`src/design/css_pkg.sv`:
```
/*
  Constants for the converter start-up sequencer: timing, strap codes,
  setpoint encodings (millivolts) and the state enumeration.
  Assumes a 40 MHz reference clock.
*/
package css_pkg;

  // Clock rate and time base
  localparam int unsigned CLK_HZ       = 40000000;
  localparam int unsigned MS_PER_S     = 1000;
  localparam int unsigned TICK_CYCLES  = CLK_HZ / MS_PER_S;
  localparam int unsigned TICK_W       = 16;

  // Interval lengths in milliseconds
  localparam logic [7:0] NVM_CHECK_MS  = 8'h0A;   // Upper end of 5 to 10 ms
  localparam logic [7:0] STRAP_LOAD_MS = 8'h01;
  localparam logic [7:0] MIN_DELAY_MS  = 8'h02;
  localparam int unsigned MS_W         = 8;

  // Strap class codes: low, open, high and resistor
  localparam logic [1:0] STRAP_LOW     = 2'h0;
  localparam logic [1:0] STRAP_OPEN    = 2'h1;
  localparam logic [1:0] STRAP_HIGH    = 2'h2;
  localparam logic [1:0] STRAP_RES     = 2'h3;

  // Setpoints in millivolts
  localparam int unsigned MV_W         = 13;
  localparam logic [12:0] MV_LOW       = 13'h04B0; // 1.2 V
  localparam logic [12:0] MV_OPEN      = 13'h05DC; // 1.5 V
  localparam logic [12:0] MV_HIGH      = 13'h0CE4; // 3.3 V
  localparam logic [12:0] MV_MIN       = 13'h0258; // 0.6 V
  localparam logic [12:0] MV_MAX       = 13'h1388; // 5.0 V
  localparam int unsigned RES_ENTRIES  = 31;
  localparam int unsigned RES_IDX_W    = 5;
  localparam int unsigned CEIL_DIV     = 10;     // Ceiling is 10 % above

  // Sequencer states
  typedef enum logic [2:0] {
    CSS_NVM,
    CSS_STRAP,
    CSS_READY,
    CSS_DELAY,
    CSS_RAMP,
    CSS_ON
  } css_state_e;

endpackage : css_pkg

```
`src/design/css_sequencer.sv`:
```
/*
  Converter start-up sequencer and output setpoint selector.
  Assumes one 40 MHz clock; strap, enable and resistor-index inputs are
  asynchronous to it and are synchronised here, bus inputs are not. Analog classification
  of pins is done outside; this block receives the class codes.
  TICK_CYCLES keeps its package default in silicon; a shorter tick only
  compresses every interval for fast simulation.
*/
`timescale 1ns/100ps
module css_sequencer #(
  parameter int unsigned TICK_CYCLES = css_pkg::TICK_CYCLES  // Clocks per millisecond tick
) (
  input  wire logic                          ref_clk_i,
  input  wire logic                          resetn_i,
  input  wire logic                          enable_i,
  input  wire logic [1:0]                    output_setpoint_strap_i,
  input  wire logic [css_pkg::RES_IDX_W-1:0] setpoint_res_idx_i,
  input  wire logic                          nvm_valid_i,
  input  wire logic [css_pkg::MV_W-1:0]      nvm_target_mv_i,
  input  wire logic [css_pkg::MS_W-1:0]      nvm_delay_ms_i,
  input  wire logic [css_pkg::MS_W-1:0]      nvm_ramp_ms_i,
  input  wire logic [css_pkg::MS_W-1:0]      ss_delay_ms_i,
  input  wire logic [css_pkg::MS_W-1:0]      ss_ramp_ms_i,
  input  wire logic                          bus_wr_i,
  input  wire logic [1:0]                    bus_addr_i,
  input  wire logic [15:0]                   bus_wdata_i,
  input  wire logic                          bus_rd_i,
  output logic      [15:0]                   bus_rdata_o,
  output logic                               ready_o,
  output logic                               ramp_o,
  output logic                               output_on_o,
  output logic      [css_pkg::MV_W-1:0]      target_mv_o,
  output logic      [css_pkg::MV_W:0]        output_ceiling_limit_o
);

  localparam logic [1:0] A_TARGET  = 2'h0;
  localparam logic [1:0] A_DELAY   = 2'h1;
  localparam logic [1:0] A_RESTORE = 2'h2;
  localparam logic [1:0] A_STATUS  = 2'h3;

  ////////////////////////////////////////////////////////////////////////
  // Input synchronisers
  logic        en_s1_r;
  logic        en_s2_r;
  logic [1:0]  sp_s1_r;
  logic [1:0]  sp_s2_r;
  logic [4:0]  ri_s1_r;
  logic [4:0]  ri_s2_r;

  always_ff @(posedge ref_clk_i or negedge resetn_i) begin
    if (!resetn_i) begin
      en_s1_r <= 1'b0;
      en_s2_r <= 1'b0;
      sp_s1_r <= '0;
      sp_s2_r <= '0;
      ri_s1_r <= '0;
      ri_s2_r <= '0;
    end else begin
      en_s1_r <= enable_i;
      en_s2_r <= en_s1_r;
      sp_s1_r <= output_setpoint_strap_i;
      sp_s2_r <= sp_s1_r;
      ri_s1_r <= setpoint_res_idx_i;
      ri_s2_r <= ri_s1_r;
    end
  end

  ////////////////////////////////////////////////////////////////////////
  // Time base and lookup
  logic                     tick;
  logic                     restart;
  logic [css_pkg::MV_W-1:0] rom_mv;

  css_ms_tick #(.TICK_CYCLES(TICK_CYCLES)) u_tick (
    .ref_clk_i (ref_clk_i),
    .resetn_i  (resetn_i),
    .restart_i (restart),
    .tick_o    (tick)
  );

  css_res_rom u_rom (
    .ref_clk_i (ref_clk_i),
    .resetn_i  (resetn_i),
    .idx_i     (ri_s2_r),
    .mv_o      (rom_mv)
  );

  ////////////////////////////////////////////////////////////////////////
  // Sequencer state
  css_pkg::css_state_e       st_r;
  css_pkg::css_state_e       st_nxt;
  logic [css_pkg::MS_W-1:0]  ms_r;
  logic [css_pkg::MS_W-1:0]  ms_nxt;
  logic [css_pkg::MV_W-1:0]  tgt_r;
  logic [css_pkg::MV_W-1:0]  tgt_nxt;
  logic [css_pkg::MV_W:0]    ceil_r;
  logic [css_pkg::MV_W:0]    ceil_nxt;
  logic [css_pkg::MS_W-1:0]  dly_r;
  logic [css_pkg::MS_W-1:0]  dly_nxt;
  logic [css_pkg::MS_W-1:0]  rmp_r;
  logic [css_pkg::MS_W-1:0]  rmp_nxt;
  logic [15:0]               rd_r;
  logic [15:0]               rd_nxt;
  logic [css_pkg::MV_W-1:0]  strap_mv;
  logic [css_pkg::MS_W-1:0]  eff_dly;
  logic                      bus_open;

  // Strap decode; resistor class uses the lookup
  always_comb begin
    case (sp_s2_r)
      css_pkg::STRAP_LOW:  strap_mv = css_pkg::MV_LOW;
      css_pkg::STRAP_OPEN: strap_mv = css_pkg::MV_OPEN;
      css_pkg::STRAP_HIGH: strap_mv = css_pkg::MV_HIGH;
      default:             strap_mv = rom_mv;
    endcase
  end

  // Pre-ramp delay never shorter than the fixed minimum
  assign eff_dly  = (dly_r < css_pkg::MIN_DELAY_MS) ? css_pkg::MIN_DELAY_MS : dly_r;
  assign bus_open = (st_r != css_pkg::CSS_NVM) && (st_r != css_pkg::CSS_STRAP);
  assign restart  = (st_r != st_nxt);

  // Next-state, settings and bus handling
  always_comb begin
    st_nxt   = st_r;
    ms_nxt   = ms_r;
    tgt_nxt  = tgt_r;
    ceil_nxt = ceil_r;
    dly_nxt  = dly_r;
    rmp_nxt  = rmp_r;
    rd_nxt   = '0;
    if (tick) begin
      ms_nxt = ms_r + 1'b1;
    end
    case (st_r)
      css_pkg::CSS_NVM: begin
        if (ms_r >= css_pkg::NVM_CHECK_MS) begin
          if (nvm_valid_i) begin
            tgt_nxt = nvm_target_mv_i;
            dly_nxt = nvm_delay_ms_i;
            rmp_nxt = nvm_ramp_ms_i;
          end
          st_nxt = css_pkg::CSS_STRAP;
        end
      end
      css_pkg::CSS_STRAP: begin
        if (ms_r >= css_pkg::STRAP_LOAD_MS) begin
          tgt_nxt  = strap_mv;
          ceil_nxt = {1'b0, strap_mv} + (css_pkg::MV_W+1)'(strap_mv / css_pkg::CEIL_DIV);
          dly_nxt  = ss_delay_ms_i;
          rmp_nxt  = ss_ramp_ms_i;
          st_nxt   = css_pkg::CSS_READY;
        end
      end
      css_pkg::CSS_READY: begin
        if (en_s2_r) begin
          st_nxt = css_pkg::CSS_DELAY;
        end
      end
      css_pkg::CSS_DELAY: begin
        if (!en_s2_r) begin
          st_nxt = css_pkg::CSS_READY;
        end else if (ms_r >= eff_dly) begin
          st_nxt = css_pkg::CSS_RAMP;
        end
      end
      css_pkg::CSS_RAMP: begin
        if (!en_s2_r) begin
          st_nxt = css_pkg::CSS_READY;
        end else if (ms_r >= rmp_r) begin
          st_nxt = css_pkg::CSS_ON;
        end
      end
      css_pkg::CSS_ON: begin
        if (!en_s2_r) begin
          st_nxt = css_pkg::CSS_READY;
        end
      end
      default: st_nxt = css_pkg::CSS_NVM;
    endcase
    if (restart) begin
      ms_nxt = '0;
    end
    // Bus accesses only once loading is complete
    if (bus_open && bus_wr_i) begin
      case (bus_addr_i)
        A_TARGET: begin
          if (bus_wdata_i[css_pkg::MV_W-1:0] >= css_pkg::MV_MIN &&
              bus_wdata_i[css_pkg::MV_W-1:0] <= css_pkg::MV_MAX) begin
            tgt_nxt = bus_wdata_i[css_pkg::MV_W-1:0];
          end
        end
        A_DELAY:   dly_nxt = bus_wdata_i[css_pkg::MS_W-1:0];
        A_RESTORE: begin
          st_nxt = css_pkg::CSS_NVM;
          ms_nxt = '0;
        end
        default: ;
      endcase
    end
    if (bus_open && bus_rd_i) begin
      case (bus_addr_i)
        A_TARGET: rd_nxt = {3'h0, tgt_r};
        A_DELAY:  rd_nxt = {8'h00, dly_r};
        A_STATUS: rd_nxt = {13'h0000, 3'(st_r)};
        default:  rd_nxt = {2'h0, ceil_r};
      endcase
    end
  end

  always_ff @(posedge ref_clk_i or negedge resetn_i) begin
    if (!resetn_i) begin
      st_r   <= css_pkg::CSS_NVM;
      ms_r   <= '0;
      tgt_r  <= css_pkg::MV_MIN;
      ceil_r <= '0;
      dly_r  <= '0;
      rmp_r  <= '0;
      rd_r   <= '0;
    end else begin
      st_r   <= st_nxt;
      ms_r   <= ms_nxt;
      tgt_r  <= tgt_nxt;
      ceil_r <= ceil_nxt;
      dly_r  <= dly_nxt;
      rmp_r  <= rmp_nxt;
      rd_r   <= rd_nxt;
    end
  end

  // Status outputs registered from state
  logic rdy_r;
  logic rmp_o_r;
  logic on_r;

  always_ff @(posedge ref_clk_i or negedge resetn_i) begin
    if (!resetn_i) begin
      rdy_r   <= 1'b0;
      rmp_o_r <= 1'b0;
      on_r    <= 1'b0;
    end else begin
      rdy_r   <= bus_open;
      rmp_o_r <= (st_r == css_pkg::CSS_RAMP);
      on_r    <= (st_r == css_pkg::CSS_RAMP) || (st_r == css_pkg::CSS_ON);
    end
  end

  assign bus_rdata_o            = rd_r;
  assign ready_o                = rdy_r;
  assign ramp_o                 = rmp_o_r;
  assign output_on_o            = on_r;
  assign target_mv_o            = tgt_r;
  assign output_ceiling_limit_o = ceil_r;
endmodule : css_sequencer

```
`src/design/css_ms_tick.sv`:
```
/*
  Millisecond time base: one-cycle pulse every TICK_CYCLES clocks.
  Assumes the clock rate named in css_pkg.
*/
`timescale 1ns/100ps
module css_ms_tick #(
  parameter int unsigned TICK_CYCLES = css_pkg::TICK_CYCLES  // Clocks per millisecond tick
) (
  input  wire logic ref_clk_i,
  input  wire logic resetn_i,
  input  wire logic restart_i,
  output logic      tick_o
);

  logic [css_pkg::TICK_W-1:0] cnt_r;
  logic [css_pkg::TICK_W-1:0] cnt_nxt;
  logic                       tick_r;
  logic                       tick_nxt;

  // Divider with restart so intervals start aligned
  always_comb begin
    tick_nxt = 1'b0;
    if (restart_i) begin
      cnt_nxt = '0;
    end else if (cnt_r == css_pkg::TICK_W'(TICK_CYCLES - 1)) begin
      cnt_nxt  = '0;
      tick_nxt = 1'b1;
    end else begin
      cnt_nxt = cnt_r + 1'b1;
    end
  end

  always_ff @(posedge ref_clk_i or negedge resetn_i) begin
    if (!resetn_i) begin
      cnt_r  <= '0;
      tick_r <= 1'b0;
    end else begin
      cnt_r  <= cnt_nxt;
      tick_r <= tick_nxt;
    end
  end

  assign tick_o = tick_r;

endmodule : css_ms_tick

```
`src/design/css_res_rom.sv`:
```
/*
  Resistor-code to setpoint lookup, registered read data.
  Assumes index 0 is the 10 kohm entry, 30 the 178 kohm entry.
*/
`timescale 1ns/100ps
module css_res_rom (
  input  wire logic                          ref_clk_i,
  input  wire logic                          resetn_i,
  input  wire logic [css_pkg::RES_IDX_W-1:0] idx_i,
  output logic      [css_pkg::MV_W-1:0]      mv_o
);

  logic [css_pkg::MV_W-1:0] mv_r;
  logic [css_pkg::MV_W-1:0] mv_nxt;

  // Table from 0.6 V up to 3.3 V, then 5.0 V at the top
  always_comb begin
    case (idx_i)
      5'h00: mv_nxt = 13'h0258;
      5'h01: mv_nxt = 13'h02BC;
      5'h02: mv_nxt = 13'h02EE;
      5'h03: mv_nxt = 13'h0320;
      5'h04: mv_nxt = 13'h0384;
      5'h05: mv_nxt = 13'h03E8;
      5'h06: mv_nxt = 13'h044C;
      5'h07: mv_nxt = 13'h04B0;
      5'h08: mv_nxt = 13'h04E2;
      5'h09: mv_nxt = 13'h0514;
      5'h0A: mv_nxt = 13'h0578;
      5'h0B: mv_nxt = 13'h05DC;
      5'h0C: mv_nxt = 13'h0640;
      5'h0D: mv_nxt = 13'h06A4;
      5'h0E: mv_nxt = 13'h0708;
      5'h0F: mv_nxt = 13'h076C;
      5'h10: mv_nxt = 13'h07D0;
      5'h11: mv_nxt = 13'h0834;
      5'h12: mv_nxt = 13'h0898;
      5'h13: mv_nxt = 13'h08FC;
      5'h14: mv_nxt = 13'h0960;
      5'h15: mv_nxt = 13'h09C4;
      5'h16: mv_nxt = 13'h0A28;
      5'h17: mv_nxt = 13'h0A8C;
      5'h18: mv_nxt = 13'h0AF0;
      5'h19: mv_nxt = 13'h0B54;
      5'h1A: mv_nxt = 13'h0BB8;
      5'h1B: mv_nxt = 13'h0C1C;
      5'h1C: mv_nxt = 13'h0C80;
      5'h1D: mv_nxt = 13'h0CE4;
      5'h1E: mv_nxt = 13'h1388;
      default: mv_nxt = 13'h1388;   // Out of range clamps to top
    endcase
  end

  always_ff @(posedge ref_clk_i or negedge resetn_i) begin
    if (!resetn_i) begin
      mv_r <= '0;
    end else begin
      mv_r <= mv_nxt;
    end
  end

  assign mv_o = mv_r;

endmodule : css_res_rom

```
`config.mk`:
```
export PLATFORM = sky130hd
export DESIGN_NAME = css_sequencer
export DESIGN_NICKNAME = d
export VERILOG_FILES = /design/src/design/css_pkg.sv /design/src/design/css_sequencer.sv /design/src/design/css_ms_tick.sv /design/src/design/css_res_rom.sv
export SDC_FILE = /design/constraint.sdc
export NUM_CORES = 1
export LEC_CHECK = 0
export BUFFER_PORTS_ARGS = -buffer_cell sky130_fd_sc_hd__buf_2
export CELL_PAD_IN_SITES_DETAIL_PLACEMENT = 1
export CELL_PAD_IN_SITES_GLOBAL_PLACEMENT = 1
export CORE_MARGIN = 2
export CORE_UTILIZATION = 40
export CTS_CLUSTER_DIAMETER = 120
export CTS_CLUSTER_SIZE = 12
export DETAILED_ROUTE_END_ITERATION = 6
export PLACE_DENSITY = 0.76
export SYNTH_ARGS = -nofsm -noshare
export SYNTH_HDL_FRONTEND = slang
export SYNTH_SLANG_ARGS = --single-unit
```
`constraint.sdc`:
```
create_clock -name ref_clk_i -period 20.1 [get_ports ref_clk_i]
set_clock_uncertainty 0.15 [all_clocks]
set_input_delay 4.02 -clock ref_clk_i [delete_from_list [all_inputs] [get_ports ref_clk_i]]
set_output_delay 4.02 -clock ref_clk_i [all_outputs]
set_load 0.02 [all_outputs]
```
After elaboration in Yosys (flattened, before gate mapping)
Memory sizes are Yosys's and may differ from the RTL's. A register that Yosys moved wholly into a read port is not among the register bits.
Cells that the tools add are included.
W data, S select, Z words.
{"block": "word_totals", "reg_bits": 119, "wordCells": 100, "rom_bits": 384, "out_inout_bits": 46, "memories": 1, "input_bits": 76}
{"memory": "(name not given)", "words": 32, "width": 12, "rd": 1, "rd_ports_with_merged_regs": 1, "wr": 0, "line": "css_res_rom.sv:18", "rtl": "case (idx_i)"}
{"block": "classes", "n_eq_ne": 16, "muxes": 40, "magnitude_cmp": 7, "n_reduce_logical": 13, "add_sub_neg": 3, "div": 1}
{"op": "$mux W8", "n": 13}
{"op": "$mux W13", "n": 6}
{"op": "$pmux W14 S3", "n": 1}
{"op": "$pmux W13 S3", "n": 1}
{"op": "$div A13 B4 Y32 const B", "n": 1}
{"op": "$mux W16", "n": 2}
{"op": "$pmux W8 S2", "n": 2}
{"op": "$mux W3", "n": 10}
{"op": "$pmux W13 S2", "n": 1}
{"op": "$pmux W3 S6", "n": 1}
{"op": "$add A16 B1 Y16 const B", "n": 1}
{"op": "$eq A16 B16 Y1 const B", "n": 1}
{"op": "$ge A8 B8 Y1", "n": 2}
{"op": "$add A13 B14 Y14", "n": 1}
{"op": "$mux W14", "n": 1}
{"op": "$ge A13 B10 Y1 const B", "n": 1}
{"op": "$le A13 B13 Y1 const B", "n": 1}
{"op": "$add A8 B1 Y8 const B", "n": 1}
{"op": "$ge A8 B1 Y1 const B", "n": 1}
{"op": "$ge A8 B4 Y1 const B", "n": 1}
{"op": "$lt A8 B2 Y1 const B", "n": 1}
{"op": "$eq A2 B2 Y1 const B", "n": 3}
{"op": "$eq A3 B2 Y1 const B", "n": 2}
{"op": "$eq A3 B3 Y1 const B", "n": 2}
{"op": "15 further kinds", "n": 23}

Logic depth before layout (Yosys ltp)
Gate-level depths: netlist of run 1.
{"block": "logic_depth", "word_depth": 12, "depth_mapped": 43, "mapped_depth_nobuf": 39}

Hierarchy
From an unflattened synthesis of run 1, not the netlist that was laid out.
{"block": "hier_totals", "cells_unflattened": 968, "area_unflattened_um2": 8420.6}
{"module": "css_sequencer", "instances": 1, "seq_area_each_um2": 2182.1, "cells_per_inst": 787, "area_each_um2": 6667.6}
{"module": "css_res_rom", "instances": 1, "seq_area_each_um2": 300.3, "cells_per_inst": 96, "area_each_um2": 897.1}
{"module": "css_ms_tick", "instances": 1, "seq_area_each_um2": 425.4, "cells_per_inst": 85, "area_each_um2": 855.8}

Worst setup path before layout of run 1
No wires, ideal clock.
{"block": "synth_path", "path_kind": "register -> register", "start": "reg sp_s2_r[0]", "end": "reg ceil_r (netlist bit output_ceiling_limit_o[12])", "synth_period_minus_slack_ns": 8.153, "setup_ns": 0.135, "arrival_time_ns": 7.869, "path_stages_with_launch": 38, "slack_ns": 11.947, "required_time_ns": 19.815, "n_path_buf": 1, "path_cell_list": "dfrtp_1 -> ha_1 -> inv_2 -> or3_1 -> ha_1 -> nor2b_1 -> a221oi_1 -> o21ai_1 -> mux2_1 -> o31ai_1 -> or4_4 -> nand3_1 -> a21oi_1 -> and2_1 -> nand2_1 -> nor2_4 -> inv_2 -> xnor2_4 -> (+2 left out) -> buf_2 -> or3b_1 -> o21ai_1 -> nand4_1 -> or3_1 -> ha_1 -> a21o_1 -> a21oi_1 -> nor2b_1 -> o21ai_0 -> nand2b_1 -> maj3_1 -> a21o_1 -> a21o_1 -> a21oi_1 -> a21oi_1 -> xnor2_1 -> o21ai_0"}
{"block": "synth_between", "elab_chain_len": 4, "elab_cells_between_ends": 6, "classes_between": "1 x add/sub; 1 x div; 2 x eq/ne; 1 x mux; 1 x reduce/logical"}
{"item": "start, declared", "line": "css_sequencer.sv:46", "rtl": "logic [1:0] sp_s2_r;"}
{"item": "start signal, assigned", "line": "css_sequencer.sv:62", "rtl": "sp_s2_r <= sp_s1_r;"}
{"item": "$eq A2 B2 Y1, or another cell as far along", "line": "css_sequencer.sv:110", "rtl": "case (sp_s2_r)"}
{"item": "$pmux W13 S3 (*)", "line": "css_sequencer.sv:110"}
{"item": "$div A13 B4 Y32", "line": "css_sequencer.sv:149", "rtl": "ceil_nxt = {1'b0, strap_mv} + (css_pkg::MV_W+1)'(strap_mv / css_pkg::CEIL_DIV);"}
{"item": "$add A13 B14 Y14 (*)", "line": "css_sequencer.sv:149"}
{"item": "end signal, assigned", "line": "css_sequencer.sv:224", "rtl": "ceil_r <= ceil_nxt;"}
{"item": "end, declared", "line": "css_sequencer.sv:96", "rtl": "logic [css_pkg::MV_W:0] ceil_r;"}
Mark *: on every way between the ends. The rest lies on a longest branch, timed or not.
A chain may end at the register's enable or synchronous reset.

Final worst setup path of run 1
Same ends and word-level chain as after synthesis.

==> out/qor.txt, run 1 <==
Outcome = finished clean
Final period util = 50.2%
First-pass GRT wire length = 44.6 mm
Hold buffer count at CTS = 0
Setup_tns = 0 ns
Syn. warnings = 0
Pins Over Slew Limit = 0
Top-area cell type share of the netlist area = 32.4%
Hold_ws = 0.194 ns
Crit Path Max Fanout = 25
Via Count = 8096
Peak supply drop = 0.0586 mV
Post-DRT Antenna Nets = 0
Number of setup buffers added after CTS = 0
Area grow syn2layout = 15.3%
Nets = 1229
H-tree depth = 4
Post-DP HPWL = 20.2 mm
CP dominant cell by count = a21oi_1
Setup Viol. Count Final = 0
DR vias/cell = 5.80
Critical path's top delay family = compound AO/OA/AOI/OAI gates
Synth area leader = dfrtp_1
Fraction of the yosys area taken by sequential cells = 33.7%
Clk_lat worst skew = 0.42 ns
Detailed Route WL = 27.7 mm
Critical path class = register to register
Vias in the first global route = 8228
Dpl ws = 10.10 ns
Static Leak = 4.51 nW
Die ar. = 0.0228 mm2
Number of synthesized flops with an enable pin = 0
Maximum clock rate = 99.2 MHz
Slowest stage delay, CP = 0.63 ns
WP data arrival = 10.22 ns
Initial core utilization = 41.0%
CTS resizes = 0
Initial drt markers = 528
Die height = 151 um
First-pass DRT Iterations = 5
CORE AREA = 0.0211 mm2
Post-route cell area = 0.00996 mm2
Number of clock sinks = 116
Core Rows = 53
Placed Area = 0.00939 mm2
Final Wtd Congestion = 0.879
Setup ws final = 10.02 ns
Placed cell count = 1364
I/O Buffers = 116
Post-synth ARST share = 100%
CP startpoint kind = register
Overall power = 1.02 mW
Area contributors post-synth = dfrtp_1 32%, ha_1 6.4%, nor2_1 5.2%
Yosys reg bits = 116
Prevailing post-synth register cell = dfrtp_1
Final hold vios = 0
Unrepaired setup endpoints after global routing = no
DRC = 0
Die Wd = 151 um
Cells after synthesis = 1016
CTS Buffer Depth = 2
Slew HR = 28.3%
Worst-Margin Slew = 1.07 ns
Fin crit period = 10.08 ns
Critical path's slowest cell = or4_1
Initial antenna violation count = 3
Largest net degree at the start of global routing = 78
GR Overflow Total = 0
Crit path buf inv count = 2
CP Capture Type = register
Cts bufs inserted = 17
Synthesized cell area = 0.00864 mm2
Layout cells sized above 1 = 18.6%
Aggregate global-route resource usage = 25.1%
Mean Syn Cell Area = 8.50 um2
Hold Crit Class = register to register
CP required = 20.23 ns
Pwr/cell area = 103 mW/mm2
IO Pins = 122
Distinct cell type count after synthesis = 102
Clk root buf = clkbuf_16
Post-route non-filler standard cell count = 1397
Final core utilization = 47.2%
Worst-path clk slew = 0.05 ns
CTS tree = done
Total of max-cap violations = 0
Avg WL per Cell = 19.9 um
==> worst paths after layout <==
check / cells after the start / to / slack, ns / start
max: 36 / output_ceiling_limit_o[12] / 10.02 / sp_s2_r[0]
min: 0 / ri_s2_r[3] / 0.19 / ri_s1_r[3]
max reg2reg: 36 / output_ceiling_limit_o[12] / 10.02 / sp_s2_r[0]
min reg2reg: 0 / ri_s2_r[3] / 0.19 / ri_s1_r[3]
max in group asynchronous: 2 / dly_r[1] / 14.96 / resetn_i
min in group asynchronous: 1 / bus_rdata_o[12] / 3.42 / resetn_i
==> sequential cells by signal, indices dropped and copies added, names as in the netlist <==
register,cells
bus_rdata_o,14
target_mv_o,13
ms_r,8
dly_r,8
u_rom.mv_o,12
output_ceiling_limit_o,14
en_s1_r,1
output_on_o,1
en_s2_r,1
ready_o,1
rmp_r,8
u_tick.cnt_r,16
ramp_o,1
sp_s1_r,2
sp_s2_r,2
st_r,3
ri_s2_r,5
ri_s1_r,5
u_tick.tick_o,1
==> report_power, final <==
part / internal, mW / total (mW) / switching [mW] / leakage, nW
Sequential: 0.264 / 0.302 / 0.0378 / 1.46
Combinational: 0.165 / 0.424 / 0.259 / 2.79
Clock: 0.183 / 0.295 / 0.112 / 0.264
Total: 0.612 / 1.02 / 0.409 / 4.51
==> cell usage after synthesis, types with 12 or more instances <==
| library cell | count |
|---|---|
| nor2_1 | 119 |
| dfrtp_1 | 112 |
| nand2_1 | 108 |
| o21ai_0 | 59 |
| a21oi_1 | 49 |
| ha_1 | 44 |
| inv_1 | 37 |
| clkbuf_1 | 35 |
| mux2i_1 | 27 |
| nand3_1 | 27 |
| xnor2_1 | 27 |
| a31oi_1 | 24 |
| nor3_1 | 21 |
| xor2_1 | 21 |
| nand2b_1 | 18 |
| and3_1 | 14 |
| nor2b_1 | 14 |
| a221oi_1 | 13 |
| a22oi_1 | 13 |
| nand4_1 | 12 |
| o211ai_1 | 12 |
| o31ai_1 | 12 |
| or3_1 | 12 |
==> metal layers <==
layer / part of all wire [%] / up-vias / track usage (%)
met4: 2.4 / 0 / 8.55
met3: 4.4 / 43 / 3.86
li1: - / 3838 / -
met5: 0 / - / 0
met1: 46 / 4013 / 34.0
met2: 47 / 202 / 41.1
==> cell families after synthesis <==
kind of cell	share of synthesized area, %
compound gates	23.3
other cells	0.0434
buf+inv	4.75
xor+xnor	5.19
flops	33.7
fa+ha+maj	6.72
simple gates	22.1
mux	4.17
==> final cells by class <==
cell class / instances / area (um2)
antenna: 3 / 7.51
tap: 275 / 344
multi-input combinational: 805 / 5330
clock inverter: 10 / 110
fill: 2572 / 11100
timing repair buffer: 124 / 643
sequential: 116 / 2910
inverter: 44 / 168
clock buffer: 20 / 447
==> cell usage in the layout (no fill, tap or decap), types with 17 or more instances in the layout <==
cell	instances
xnor2_1	27
nand2b_1	18
a31oi_1	24
xor2_1	21
inv_1	37
o21ai_0	59
dfrtp_1	112
nand2_1	108
mux2i_1	27
nand3_1	27
nor2_1	118
ha_1	44
clkbuf_16	17
a21oi_1	48
nor3_1	21
buf_2	115
Power figures use the tool's default switching activity.
==> inputs of run 2 (changes only) <==
clock period = 9.69 ns   (was 20.1 ns; I/O delays follow)
==> run 2 against run 1 <==
Wire length fell by 0.88%. Design area up 2.5%. Die area unchanged. Via count fell by 0.26%. Utilization increased by 1.2 points. Non-clock buffer count up 7. First-iteration DRC count shrank 14%. Maximum frequency grew 11%. Critical endpoint unchanged. Largest cell class unchanged.
==> out/qor.txt, run 2 (same netlist as run 1, synthesis figures left out) <==
Core Rows = 53 (unchanged)
Static Leak = 4.60 nW (+1.9%)
Number of clock sinks = 116 (unchanged)
Vias in the first global route = 8303 (+0.91%)
IO Pins = 122 (unchanged)
Crit Path Max Fanout = 9 (-64%)
Initial antenna violation count = 1 (-2)
Initial drt markers = 454 (-14%)
Final Wtd Congestion = 0.840 (-4.5%)
WP data arrival = 9.18 ns (-1.04 ns)
CP startpoint kind = register
Hold Crit Class = register to register
Hold_ws = 0.197 ns (+0.00344 ns)
Reg2Reg Launch Point = sp_s2_r[0]
Fin crit period = 9.07 ns (-1.01 ns)
Final period util = 93.6% (+43 points)
R2R Setup Slk = 0.62 ns (-9.40 ns)
Pwr/cell area = 219 mW/mm2 (+110%)
Post-DRT Antenna Nets = 0 (unchanged)
CP required = 9.80 ns (-10.43 ns)
Unrepaired setup endpoints after global routing = no
Post-DP HPWL = 20.5 mm (+1.4%)
Most flops, register = u_tick.cnt_r
I/O Buffers = 116 (unchanged)
Worst-path clk slew = 0.06 ns (about the same)
Largest net degree at the start of global routing = 78 (unchanged)
Total of max-cap violations = 0 (unchanged)
Final hold vios = 0 (unchanged)
Initial core utilization = 41.0% (unchanged)
Detailed Route WL = 27.5 mm (-0.88%)
Clk root buf = clkbuf_16
Cts bufs inserted = 17 (unchanged)
Slew HR = 25.6% (-2.7 points)
DR vias/cell = 5.75 (-0.76%)
Most frequent cells in the layout = 118 x nor2_1, 115 x buf_2, 112 x dfrtp_1
Fillers = 2559 (-0.51%)
First-pass DRT Iterations = 4 (-1)
CTS Buffer Depth = 2 (unchanged)
Worst-Margin Slew = 1.11 ns (+0.0416 ns)
Via Count = 8075 (-0.26%)
Avg WL per Cell = 19.6 um (-1.4%)
H-tree depth = 4 (unchanged)
Setup Viol. Count Final = 0 (unchanged)
Area grow syn2layout = 18.2%
Die ar. = 0.0228 mm2 (unchanged)
Post-route non-filler standard cell count = 1404 (+0.50%)
Clk_lat worst skew = 0.42 ns (about the same)
Post-route cell area = 0.0102 mm2 (+2.5%)
Nets = 1236 (+0.57%)
First-pass GRT wire length = 44.4 mm (-0.54%)
Critical path class = register to register
Critical Path Source = sp_s2_r[0]
Layout cells sized above 1 = 20.8% (+2.2 points)
Setup_tns = 0 ns (unchanged)
Slowest stage delay, CP = 0.54 ns (-0.09 ns)
Largest register FFs = 16 (unchanged)
CP dominant cell by count = a21o_1
Maximum clock rate = 110 MHz (+11%)
Overall power = 2.23 mW (+120%)
DRC = 0 (unchanged)
CORE AREA = 0.0211 mm2 (unchanged)
Peak supply drop = 0.116 mV (+98%)
CTS tree = done
Hold wc startpoint = ri_s1_r[0]
Critical path's slowest cell = or4_4
CP Capture Type = register
Die height = 151 um (unchanged)
Placed Area = 0.00943 mm2 (+0.40%)
Aggregate global-route resource usage = 25.0% (-0.14 points)
GR Overflow Total = 0 (unchanged)
Pins Over Slew Limit = 0 (unchanged)
Outcome = finished clean
Die Wd = 151 um (unchanged)
Placed cell count = 1369 (+0.37%)
Commonest non-fill, non-tap cell in the layout = nor2_1
run 2: per-stage QoR:
step                util [%]  worst slack (ns)
floorplan                  -              1.54
global placement        44.7             0.377
detailed placement      44.7             0.218
CTS                     47.8             0.157
global route            48.4          0.000389
finish                  48.4             0.618
run 2: worst paths after layout:
kind	cells after the start	end
max in group asynchronous	2	en_s2_r
setup / recovery	35	output_ceiling_limit_o[12]
hold / removal	0	ri_s2_r[0]
hold reg to reg	0	ri_s2_r[0]
setup reg to reg	35	output_ceiling_limit_o[12]
min in group asynchronous	1	u_tick.cnt_r[2]
run 2: metal layers:
layer / vias to the layer above / share of wire (%) / track usage (%)
met5: - / 0 / 0
li1: 3854 / - / -
met3: 44 / 4.7 / 4.70
met4: 0 / 2.2 / 7.38
met1: 3987 / 46 / 33.8
met2: 190 / 48 / 40.8
run 2: layout make-up:
| class | instances | area (um2) | area share (%) |
|---|---|---|---|
| Multi-Input combinational cell | 805 | 5450 | 53.4 |
| Sequential cell | 116 | 2910 | 28.5 |
| Timing Repair Buffer | 131 | 696 | 6.81 |
| Clock buffer | 19 | 433 | 4.24 |
| Tap cell | 275 | 344 | 3.37 |
| Clock inverter | 13 | 206 | 2.02 |
| Inverter | 44 | 168 | 1.64 |
| Antenna cell | 1 | 2.50 | 0.0245 |
run 2: power breakdown:
part	internal [mW]	leakage [nW]	switching, mW
registers	0.548	1.46	0.0761
clock network	0.455	0.296	0.242
logic	0.363	2.85	0.548
total	1.37	4.60	0.867
run 2: critical path: cells and delay by family, from the launching register on:
kind	cells	cell delay, ns
buffers and inverters	2	0.30
muxes	2	0.55
xor gates and xnor gates	1	0.15
AOI/OAI and AO/OA	15	2.95
and+or+nand+nor	11	3.08
adders and majority gates	4	1.29
DFF	1	0.42
run 2: timing repair:
item	CTS	global route
endpoints found under the setup margin	0	6
hold buffers	0	0
buffers inserted	0	2
resized for setup	0	26
